File: src/shared/ca_pkg.sv
// How it works
// - DRAM clock twice base: a pair of commands leaves per base cycle
// - Equal clocks: at most one command per base cycle, no pairing
// - Quarter-rate base: read beats gathered into a wide parallel word
// - Two-cycle mode holds command and address for two DRAM cycles
// - A setting turns two-cycle addressing on or off
// - Three-cycle mode holds command and address for three DRAM cycles
// - Command, address and control launch on base-cycle aligned ticks
// - Forwarded clock and strobe come from the double-rate clock
// - Write data launch clock lags the strobe clock by 90 degrees
// - Forwarded clock shifts alone; strobe and data timing stay put
// - Clock phase offset loaded at boot or updated after training
// - Training step runs before normal command traffic begins
package ca_pkg;

  // Bus widths
  localparam int BA_W   = 3;
  localparam int ADDR_W = 14;
  localparam int PH_W   = 4;

  // Clock ratio codes, DRAM clock to base clock
  localparam logic [1:0] RATIO_1TO1 = 2'h0;
  localparam logic [1:0] RATIO_2TO1 = 2'h1;
  localparam logic [1:0] RATIO_4TO1 = 2'h2;

  // Command hold modes
  localparam logic [1:0] MODE_ONE_CYCLE               = 2'h0;
  localparam logic [1:0] MODE_TWO_CYCLE_COMMAND_MODE  = 2'h1;
  localparam logic [1:0] MODE_THREE_CYCLE_COMMAND_MODE = 2'h2;

  // Timing
  localparam int CLK_PERIOD_NS  = 8;
  localparam int LCLK_PERIOD_NS = 160;
  localparam int QTR_CYC = (LCLK_PERIOD_NS / 4) / CLK_PERIOD_NS;

  // Reset values
  localparam logic [PH_W-1:0] PHASE_RST = 4'h0;

  // One command slot from the scheduler
  typedef struct packed {
    logic              valid;
    logic              ras_n;
    logic              cas_n;
    logic              we_n;
    logic [BA_W-1:0]   ba;
    logic [ADDR_W-1:0] addr;
  } cmd_t;

  // Two slots issued within one base cycle
  typedef struct packed {
    cmd_t c1;
    cmd_t c0;
  } cmd_pair_t;

  // Command and address pins toward the DRAM
  typedef struct packed {
    logic              cs_n;
    logic              ras_n;
    logic              cas_n;
    logic              we_n;
    logic [BA_W-1:0]   ba;
    logic [ADDR_W-1:0] addr;
  } ca_pins_t;

  localparam ca_pins_t CA_IDLE = '{cs_n: 1'b1, ras_n: 1'b1, cas_n: 1'b1,
                                   we_n: 1'b1, ba: 3'h0, addr: 14'h0};

  typedef enum logic [1:0] {ST_BOOT, ST_TRAIN, ST_RUN} run_t;

endpackage

File: src/design/ca_front_end.sv
`timescale 1ns/100ps
module ca_front_end #(
  parameter int DEPTH  = 16,
  parameter int TAPS   = 16,
  parameter int BEAT_W = 8
) (
  // Clock and reset
  input  wire logic                     CLK_I,
  input  wire logic                     NRST_I,
  // Scheduler command stream
  input  wire ca_pkg::cmd_pair_t        CMD_PAIR_I,
  input  wire logic                     CMD_VALID_I,
  output logic                          CMD_READY_O,
  // Configuration
  input  wire logic [1:0]               RATIO_I,
  input  wire logic [1:0]               CMD_MODE_I,
  input  wire logic [ca_pkg::PH_W-1:0]  BOOT_PHASE_I,
  // Training
  input  wire logic                     TRAIN_REQ_I,
  input  wire logic                     TRAIN_DONE_I,
  input  wire logic [ca_pkg::PH_W-1:0]  TRAIN_PHASE_I,
  output logic                          TRAINING_O,
  // Link pins
  input  wire logic                     LCLK_I,
  input  wire logic [BEAT_W-1:0]        RD_BEAT_I,
  input  wire logic                     RD_VLD_I,
  output ca_pkg::ca_pins_t              CA_O,
  output logic                          CK_O,
  output logic                          DQS_O,
  output logic                          WDQ_CLK_O,
  // Parallel read data
  output logic [4*BEAT_W-1:0]           RD_WORD_O,
  output logic                          RD_WORD_VLD_O
);

  localparam int PH_W = ca_pkg::PH_W;

  if (TAPS < 2 || TAPS > (1 << PH_W) || TAPS <= ca_pkg::QTR_CYC) begin : g_chk
    $error("ca_front_end tap count cannot serve the phase range");
  end

  typedef struct packed {
    // Link clock and read pin synchronisers
    logic                    lclk_m;
    logic                    lclk_s;
    logic                    lclk_p;
    logic [BEAT_W-1:0]       beat_m;
    logic [BEAT_W-1:0]       beat_s;
    logic                    rvld_m;
    logic                    rvld_s;
    // Delay line of the sampled double-rate clock
    logic [TAPS-1:0]         hist;
    logic [PH_W-1:0]         phase;
    ca_pkg::run_t            run;
    // Base cycle position, in DRAM ticks
    logic [1:0]              base_cnt;
    // Command issuer
    logic                    busy;
    ca_pkg::cmd_pair_t       cur;
    logic                    idx;
    logic                    last;
    logic [1:0]              hold;
    logic [1:0]              hold_cnt;
    // Read deserialiser
    logic [4*BEAT_W-1:0]     word;
    logic [1:0]              beat_cnt;
    // Registered outputs
    ca_pkg::ca_pins_t        ca;
    logic                    ck;
    logic                    dqs;
    logic                    wdq;
    logic [4*BEAT_W-1:0]     rd_word;
    logic                    rd_vld;
  } state_t;

  state_t            s_q;
  state_t            s_d;
  ca_pkg::cmd_pair_t fifo_data;
  logic              fifo_valid;
  logic              pop;
  logic              tick;
  logic              finish;

  // Index of the last DRAM tick in a base cycle for a ratio code
  function automatic logic [1:0] ticks_last(input logic [1:0] r);
    case (r)
      ca_pkg::RATIO_2TO1: ticks_last = 2'h1;
      ca_pkg::RATIO_4TO1: ticks_last = 2'h3;
      default:            ticks_last = 2'h0;
    endcase
  endfunction

  // Last hold count for a command mode
  function automatic logic [1:0] hold_last(input logic [1:0] m);
    case (m)
      ca_pkg::MODE_TWO_CYCLE_COMMAND_MODE:   hold_last = 2'h1;
      ca_pkg::MODE_THREE_CYCLE_COMMAND_MODE: hold_last = 2'h2;
      default:                               hold_last = 2'h0;
    endcase
  endfunction

  // Queue between scheduler and issuer; a stalled issuer fills it
  cmd_fifo #(
    .WIDTH ($bits(ca_pkg::cmd_pair_t)),
    .DEPTH (DEPTH)
  ) u_fifo (
    .clk_i       (CLK_I),
    .nrst_i      (NRST_I),
    .in_data_i   (CMD_PAIR_I),
    .in_valid_i  (CMD_VALID_I),
    .in_ready_o  (CMD_READY_O),
    .out_data_o  (fifo_data),
    .out_valid_o (fifo_valid),
    .out_ready_i (pop)
  );

  // Rising edge of the synchronised link clock marks one DRAM cycle
  assign tick   = s_q.lclk_s && !s_q.lclk_p;
  assign finish = s_q.busy && (s_q.idx == s_q.last) &&
                  (s_q.hold_cnt == s_q.hold);
  // New pair only on a base boundary and only outside training
  assign pop = tick && (s_q.base_cnt == 2'h0) &&
               (!s_q.busy || finish) && fifo_valid &&
               (s_q.run == ca_pkg::ST_RUN);

  // Next state
  always_comb begin
    s_d = s_q;
    // Two flops before any logic looks at a pin
    s_d.lclk_m = LCLK_I;
    s_d.lclk_s = s_q.lclk_m;
    s_d.lclk_p = s_q.lclk_s;
    s_d.beat_m = RD_BEAT_I;
    s_d.beat_s = s_q.beat_m;
    s_d.rvld_m = RD_VLD_I;
    s_d.rvld_s = s_q.rvld_m;

    // Clock outputs; only the forwarded clock takes the phase tap
    s_d.hist = {s_q.hist[TAPS-2:0], s_q.lclk_s};
    s_d.ck   = s_q.hist[s_q.phase];
    s_d.dqs  = s_q.hist[0];
    s_d.wdq  = s_q.hist[ca_pkg::QTR_CYC];

    // Boot, training and run sequencing
    case (s_q.run)
      ca_pkg::ST_BOOT: begin
        s_d.phase = BOOT_PHASE_I;
        s_d.run   = ca_pkg::ST_TRAIN;
      end
      ca_pkg::ST_TRAIN: begin
        if (TRAIN_DONE_I) begin
          s_d.phase = TRAIN_PHASE_I;
          s_d.run   = ca_pkg::ST_RUN;
        end
      end
      ca_pkg::ST_RUN: begin
        if (TRAIN_REQ_I) begin
          s_d.run = ca_pkg::ST_TRAIN;
        end
      end
      default: begin
        s_d.run = ca_pkg::ST_BOOT;
      end
    endcase

    s_d.rd_vld = 1'b0;
    if (tick) begin
      // Base cycle position follows the ratio setting
      if (s_q.base_cnt >= ticks_last(RATIO_I)) begin
        s_d.base_cnt = 2'h0;
      end else begin
        s_d.base_cnt = s_q.base_cnt + 2'h1;
      end

      // Pins change only on DRAM ticks tied to the base cycle
      s_d.ca = ca_pkg::CA_IDLE;
      if (s_q.busy) begin
        s_d.ca.ras_n = s_q.idx ? s_q.cur.c1.ras_n : s_q.cur.c0.ras_n;
        s_d.ca.cas_n = s_q.idx ? s_q.cur.c1.cas_n : s_q.cur.c0.cas_n;
        s_d.ca.we_n  = s_q.idx ? s_q.cur.c1.we_n  : s_q.cur.c0.we_n;
        s_d.ca.ba    = s_q.idx ? s_q.cur.c1.ba    : s_q.cur.c0.ba;
        s_d.ca.addr  = s_q.idx ? s_q.cur.c1.addr  : s_q.cur.c0.addr;
        // Select only in the last held cycle so the DRAM samples once
        s_d.ca.cs_n  = (s_q.hold_cnt != s_q.hold);
        if (s_q.hold_cnt == s_q.hold) begin
          s_d.hold_cnt = 2'h0;
          s_d.idx      = 1'b1;
          s_d.busy     = (s_q.idx != s_q.last);
        end else begin
          s_d.hold_cnt = s_q.hold_cnt + 2'h1;
        end
      end

      // Load a new pair; equal clocks never use the second slot
      if (pop) begin
        s_d.busy     = fifo_data.c0.valid;
        s_d.cur      = fifo_data;
        s_d.idx      = 1'b0;
        s_d.hold_cnt = 2'h0;
        s_d.hold     = hold_last(CMD_MODE_I);
        s_d.last     = fifo_data.c1.valid &&
                       (RATIO_I != ca_pkg::RATIO_1TO1);
      end

      // Serial read beats gathered into one parallel word
      if (s_q.rvld_s) begin
        s_d.word = {s_q.word[3*BEAT_W-1:0], s_q.beat_s};
        if (s_q.beat_cnt >= ticks_last(RATIO_I)) begin
          s_d.beat_cnt = 2'h0;
          s_d.rd_word  = {s_q.word[3*BEAT_W-1:0], s_q.beat_s};
          s_d.rd_vld   = 1'b1;
        end else begin
          s_d.beat_cnt = s_q.beat_cnt + 2'h1;
        end
      end
    end
  end

  // Single state register
  always_ff @(posedge CLK_I or negedge NRST_I) begin
    if (!NRST_I) begin
      s_q       <= '0;
      s_q.phase <= ca_pkg::PHASE_RST;
      s_q.ca    <= ca_pkg::CA_IDLE;
    end else begin
      s_q <= s_d;
    end
  end

  // Outputs straight from state
  assign CA_O          = s_q.ca;
  assign CK_O          = s_q.ck;
  assign DQS_O         = s_q.dqs;
  assign WDQ_CLK_O     = s_q.wdq;
  assign RD_WORD_O     = s_q.rd_word;
  assign RD_WORD_VLD_O = s_q.rd_vld;
  assign TRAINING_O    = (s_q.run != ca_pkg::ST_RUN);

endmodule

File: src/design/cmd_fifo.sv
`timescale 1ns/100ps
module cmd_fifo #(
  parameter int WIDTH = 8,
  parameter int DEPTH = 16
) (
  // Clock and reset
  input  wire logic             clk_i,
  input  wire logic             nrst_i,
  // Fill side
  input  wire logic [WIDTH-1:0] in_data_i,
  input  wire logic             in_valid_i,
  output logic                  in_ready_o,
  // Drain side
  output logic [WIDTH-1:0]      out_data_o,
  output logic                  out_valid_o,
  input  wire logic             out_ready_i
);

  localparam int AW = $clog2(DEPTH);

  if (DEPTH < 2 || (1 << AW) != DEPTH) begin : g_chk
    $error("cmd_fifo depth must be a power of two of at least 2");
  end

  typedef struct packed {
    logic [DEPTH-1:0][WIDTH-1:0] mem;
    logic [AW:0]                 wr;
    logic [AW:0]                 rd;
  } fifo_t;

  fifo_t s_q;
  fifo_t s_d;
  logic  full;
  logic  empty;

  // Extra pointer bit tells full from empty
  assign full        = (s_q.wr[AW] != s_q.rd[AW]) &&
                       (s_q.wr[AW-1:0] == s_q.rd[AW-1:0]);
  assign empty       = (s_q.wr == s_q.rd);
  assign in_ready_o  = !full;
  assign out_valid_o = !empty;
  assign out_data_o  = s_q.mem[s_q.rd[AW-1:0]];

  // Push and pop
  always_comb begin
    s_d = s_q;
    if (in_valid_i && !full) begin
      s_d.mem[s_q.wr[AW-1:0]] = in_data_i;
      s_d.wr = s_q.wr + 1'b1;
    end
    if (out_ready_i && !empty) begin
      s_d.rd = s_q.rd + 1'b1;
    end
  end

  always_ff @(posedge clk_i or negedge nrst_i) begin
    if (!nrst_i) begin
      s_q <= '0;
    end else begin
      s_q <= s_d;
    end
  end

endmodule

File: config.mk
export PLATFORM = sky130hd
export DESIGN_NAME = ca_front_end
export DESIGN_NICKNAME = d
export VERILOG_FILES = /design/src/shared/ca_pkg.sv /design/src/design/ca_front_end.sv /design/src/design/cmd_fifo.sv
export SDC_FILE = /design/constraint.sdc
export NUM_CORES = 1
export LEC_CHECK = 0
export BUFFER_PORTS_ARGS = -buffer_cell sky130_fd_sc_hd__buf_2
export CAP_MARGIN = 30
export CORE_UTILIZATION = 40
export DETAILED_ROUTE_END_ITERATION = 10
export PLACE_DENSITY_LB_ADDON = 0.2
export SYNTH_ARGS = -nofsm -noshare
export SYNTH_HDL_FRONTEND = slang
export SYNTH_HIERARCHICAL = 1
export SYNTH_SLANG_ARGS = --single-unit
export TNS_END_PERCENT = 30
File: constraint.sdc
create_clock -name CLK_I -period 2.9 [get_ports CLK_I]
set_input_delay 0.29 -clock CLK_I [delete_from_list [all_inputs] [get_ports CLK_I]]
set_output_delay 0.29 -clock CLK_I [all_outputs]
set_load 0.1 [all_outputs]
==> impl_metrics.toml <==
[worst_setup_path]
crit_fanout = 18
end_kind = "primary output"
crit_type = "register to primary output"
crit_slowest_cell = "dfrtp_4"
crit_chain = "xnor2_1, and4_4, buf_12, nand2_1, buf_2"
max_stage_delay_ns = 0.56
r2r-end = "u_fifo/s_q[1]"
rrSetupSlack_ns = 0.40
r2r_cells = 9
critPathLaunchType = "register"
crit_arrival_ns = 2.37
rr_startpoint = "u_fifo/s_q[0]"
required_ns = 2.61

[hold_path]
min_from = "CMD_MODE_I[1]"
whs_path_depth = 3
hold_class = "input pin to register"
min_to = "s_q[93]"

[final_layout]
multi_input_area_mm2 = 0.0152
final_util = 0.464
nNetsFinal = 2572
fin_cells = 3827
final-seq-area_mm2 = 0.0214
fillers = 8004
area.growth.synth_to_final_pct = 14.4
layout-drive-gt1-share = 0.523

[synthesis]
syn_avg_cell_area_um2 = 15.9
synth_fa_ha_area_frac = 0.00394
syn-cell-area_mm2 = 0.0381
synth_nets = 2475
synth_seq_cells = 854
synthSimpleGateAreaFrac = 0.0163
synth_cell_type_count = 53
synth_xor_area_frac = 0.00417
async_flop_share = 1.00
ys.flop_type = "dfrtp_1"
synthCells = 2394
ys_warn_count = 6
synth_top_family_by_area = "multiplexers"
synth-compound-area-share = 0.0308
ys_seq_area_frac = 0.562
synth.area.mux_share = 0.342
synth_edf_count = 0

[floorplan]
design.core.area_mm2 = 0.0937
io_pins = 128
placementRows = 112
die_x_um = 310
die_height_um = 310
die-area_mm2 = 0.0964
start_util = 0.406

[sta]
finalCritPeriodShare = 0.917
finalSetupViolations = 0
rsz0062_at_grt = "no"
worstMarginPinSlew_ns = 0.793
whs_ns = 0.0463
hold_violations = 0
fin_worst_skew_ns = 0.0491
finalMaxSlewViolations = 0
max_freq_ghz = 0.376
slew_headroom = 0.472
setup_ws_ns = 0.240
finalCriticalPeriod_ns = 2.66
tns_ns = 0

[power_and_ir_drop]
static-leakage-power_nw = 18.6
irDropWorstVdd_uv = 730
power_density_mw_per_mm2 = 1160

[clock_tree]
numCtsBuffers = 98
cts-root-buf = "clkbuf_16"
htreeDepth = 3
tritoncts = "yes"
clkTransAtPathRegs_ns = 0.06
cts_sinks = 854
clockBufferDepth = 3
clock_latency_ns = 0.69

[route]
drt_iter0_markers = 1278
ant_nets = 0
drc = 0
finalWirelength_um = 99700
first_pass_iters = 5
vias = 21096
avgRoutedWirePerCell_um = 26.0
via_per_inst = 5.51

[flow_run]
max_cap_violations = 0

[global_route]
grt_antenna_before_repair = 10
grt_max_degree = 83
grt_pass1_vias = 23091
grt_util_all_layers = 0.213
grt_pass1_wl_um = 151000
overflow = 0

[placed_design]
dp_slack_ns = 0.391
port_buffers = 127
gpl.final_weighted_congestion = 0.741
dp_cells = 3613
dpl.hpwl_um = 56400

[run_status]
outcome = "finished, final reports clean"
-- worst max-delay path by stage --
stage               slack (ns)           from       endpoint
global placement          0.38  u_fifo/s_q[0]  u_fifo/s_q[1]
global route               0.1  u_fifo/s_q[3]    CMD_READY_O
CTS                      0.009  u_fifo/s_q[4]    CMD_READY_O
finish                    0.24  u_fifo/s_q[0]    CMD_READY_O
floorplan                 0.34  u_fifo/s_q[0]  u_fifo/s_q[1]
detailed placement        0.39  u_fifo/s_q[0]  u_fifo/s_q[1]
-- worst max-delay path, delay by kind of cell (launching register included) --
family	cells	cell delay, ns
flops	1	0.56
simple gates	2	0.36
xor+xnor	1	0.21
buf+inv	2	0.53
-- area by class of cell --
type                       instances  area share
inverter                          10    0.000862
multi-input combinational       1288       0.349
clock buffer                     144      0.0656
timing repair buffer             239      0.0482
clock inverter                    37     0.00879
antenna                            1   0.0000575
sequential                       854       0.491
tap                             1254      0.0360
-- flip-flops by register name, summed over array words and instances, names as in the netlist --
name           cells
s_d               26
RD_WORD_VLD_O      1
RD_WORD_O         32
s_q               91
CK_O               1
u_fifo/s_q       682
CA_O              21
-- metrics by stage --
stage,area [um^2],power (mW)
final,43500,50.6
after detailed placement,40000,38.5
after CTS,43500,51.1
after floorplan,38100,34.1
after global routing,43500,53.3
after global placement,40000,37.7
-- Yosys cell counts (all sizes together) (5+ instances only) --
library cell / instances / share of area
mux4: 172 / 0.10
dfrtp: 850 / 0.56
xnor2: 10 / 0.0023
o31ai: 5 / 0.00099
nor2: 12 / 0.0012
mux2i: 22 / 0.0058
nand2: 83 / 0.0082
o21ai: 27 / 0.0036
nor2b: 9 / 0.0017
and2: 8 / 0.0013
buf: 160 / 0.031
a21oi: 27 / 0.0065
ha: 12 / 0.0039
o22ai: 8 / 0.0013
a22oi: 84 / 0.017
xor2: 6 / 0.0019
mux2: 773 / 0.23
inv: 10 / 0.00099
clkbuf: 82 / 0.0086
nand3: 6 / 0.00079
-- layout by cell type, fill, tap and decap left out, drive strengths merged, types with 4 or more instances in the layout --
| cell | synthesis | final |
|---|---|---|
| dfrtp | 850 | 850 |
| mux2 | 773 | 773 |
| buf | 160 | 214 |
| mux4 | 172 | 172 |
| clkbuf | 82 | 144 |
| a22oi | 84 | 84 |
| nand2 | 83 | 83 |
| o21ai | 27 | 27 |
| clkinv | 0 | 27 |
| a21oi | 27 | 27 |
| dlygate4sd3 | 0 | 25 |
| mux2i | 22 | 22 |
| inv | 10 | 15 |
| ha | 12 | 12 |
| nor2 | 12 | 12 |
| xnor2 | 10 | 10 |
| nor2b | 9 | 9 |
| o22ai | 8 | 8 |
| and2 | 8 | 8 |
| nand3 | 6 | 6 |
| xor2 | 6 | 6 |
| o31ai | 5 | 5 |
| dfstp | 4 | 4 |
-- report_power, final --
group	total [mW]	switching, mW	internal [mW]
combinational	18.0	8.37	9.59
clock	12.2	5.11	7.14
sequential	20.4	3.10	17.3
total	50.6	16.6	34.0
-- timing repair --
action,in CTS,in global routing
gates resized for setup,0,0
hold endpoints to repair,70,0
setup endpoints to repair,0,1
hold buffers,25,0
buffers inserted,0,7
-- per-layer routing --
layer / vias up / GRT usage / part of all wire
met5: - / 0 / 0.00061
met4: 8 / 0.0557 / 0.022
met3: 154 / 0.0366 / 0.043
met2: 477 / 0.340 / 0.48
met1: 11512 / 0.299 / 0.46
li1: 8945 / - / -
-- logic make-up after synthesis --
kind of cell | count (synthesis)
mux | 967
flops | 854
buf+inv | 252
compound gates | 160
simple gates | 133
xor+xnor | 16
fa+ha+maj | 12
Power figures use the tool's default switching activity.
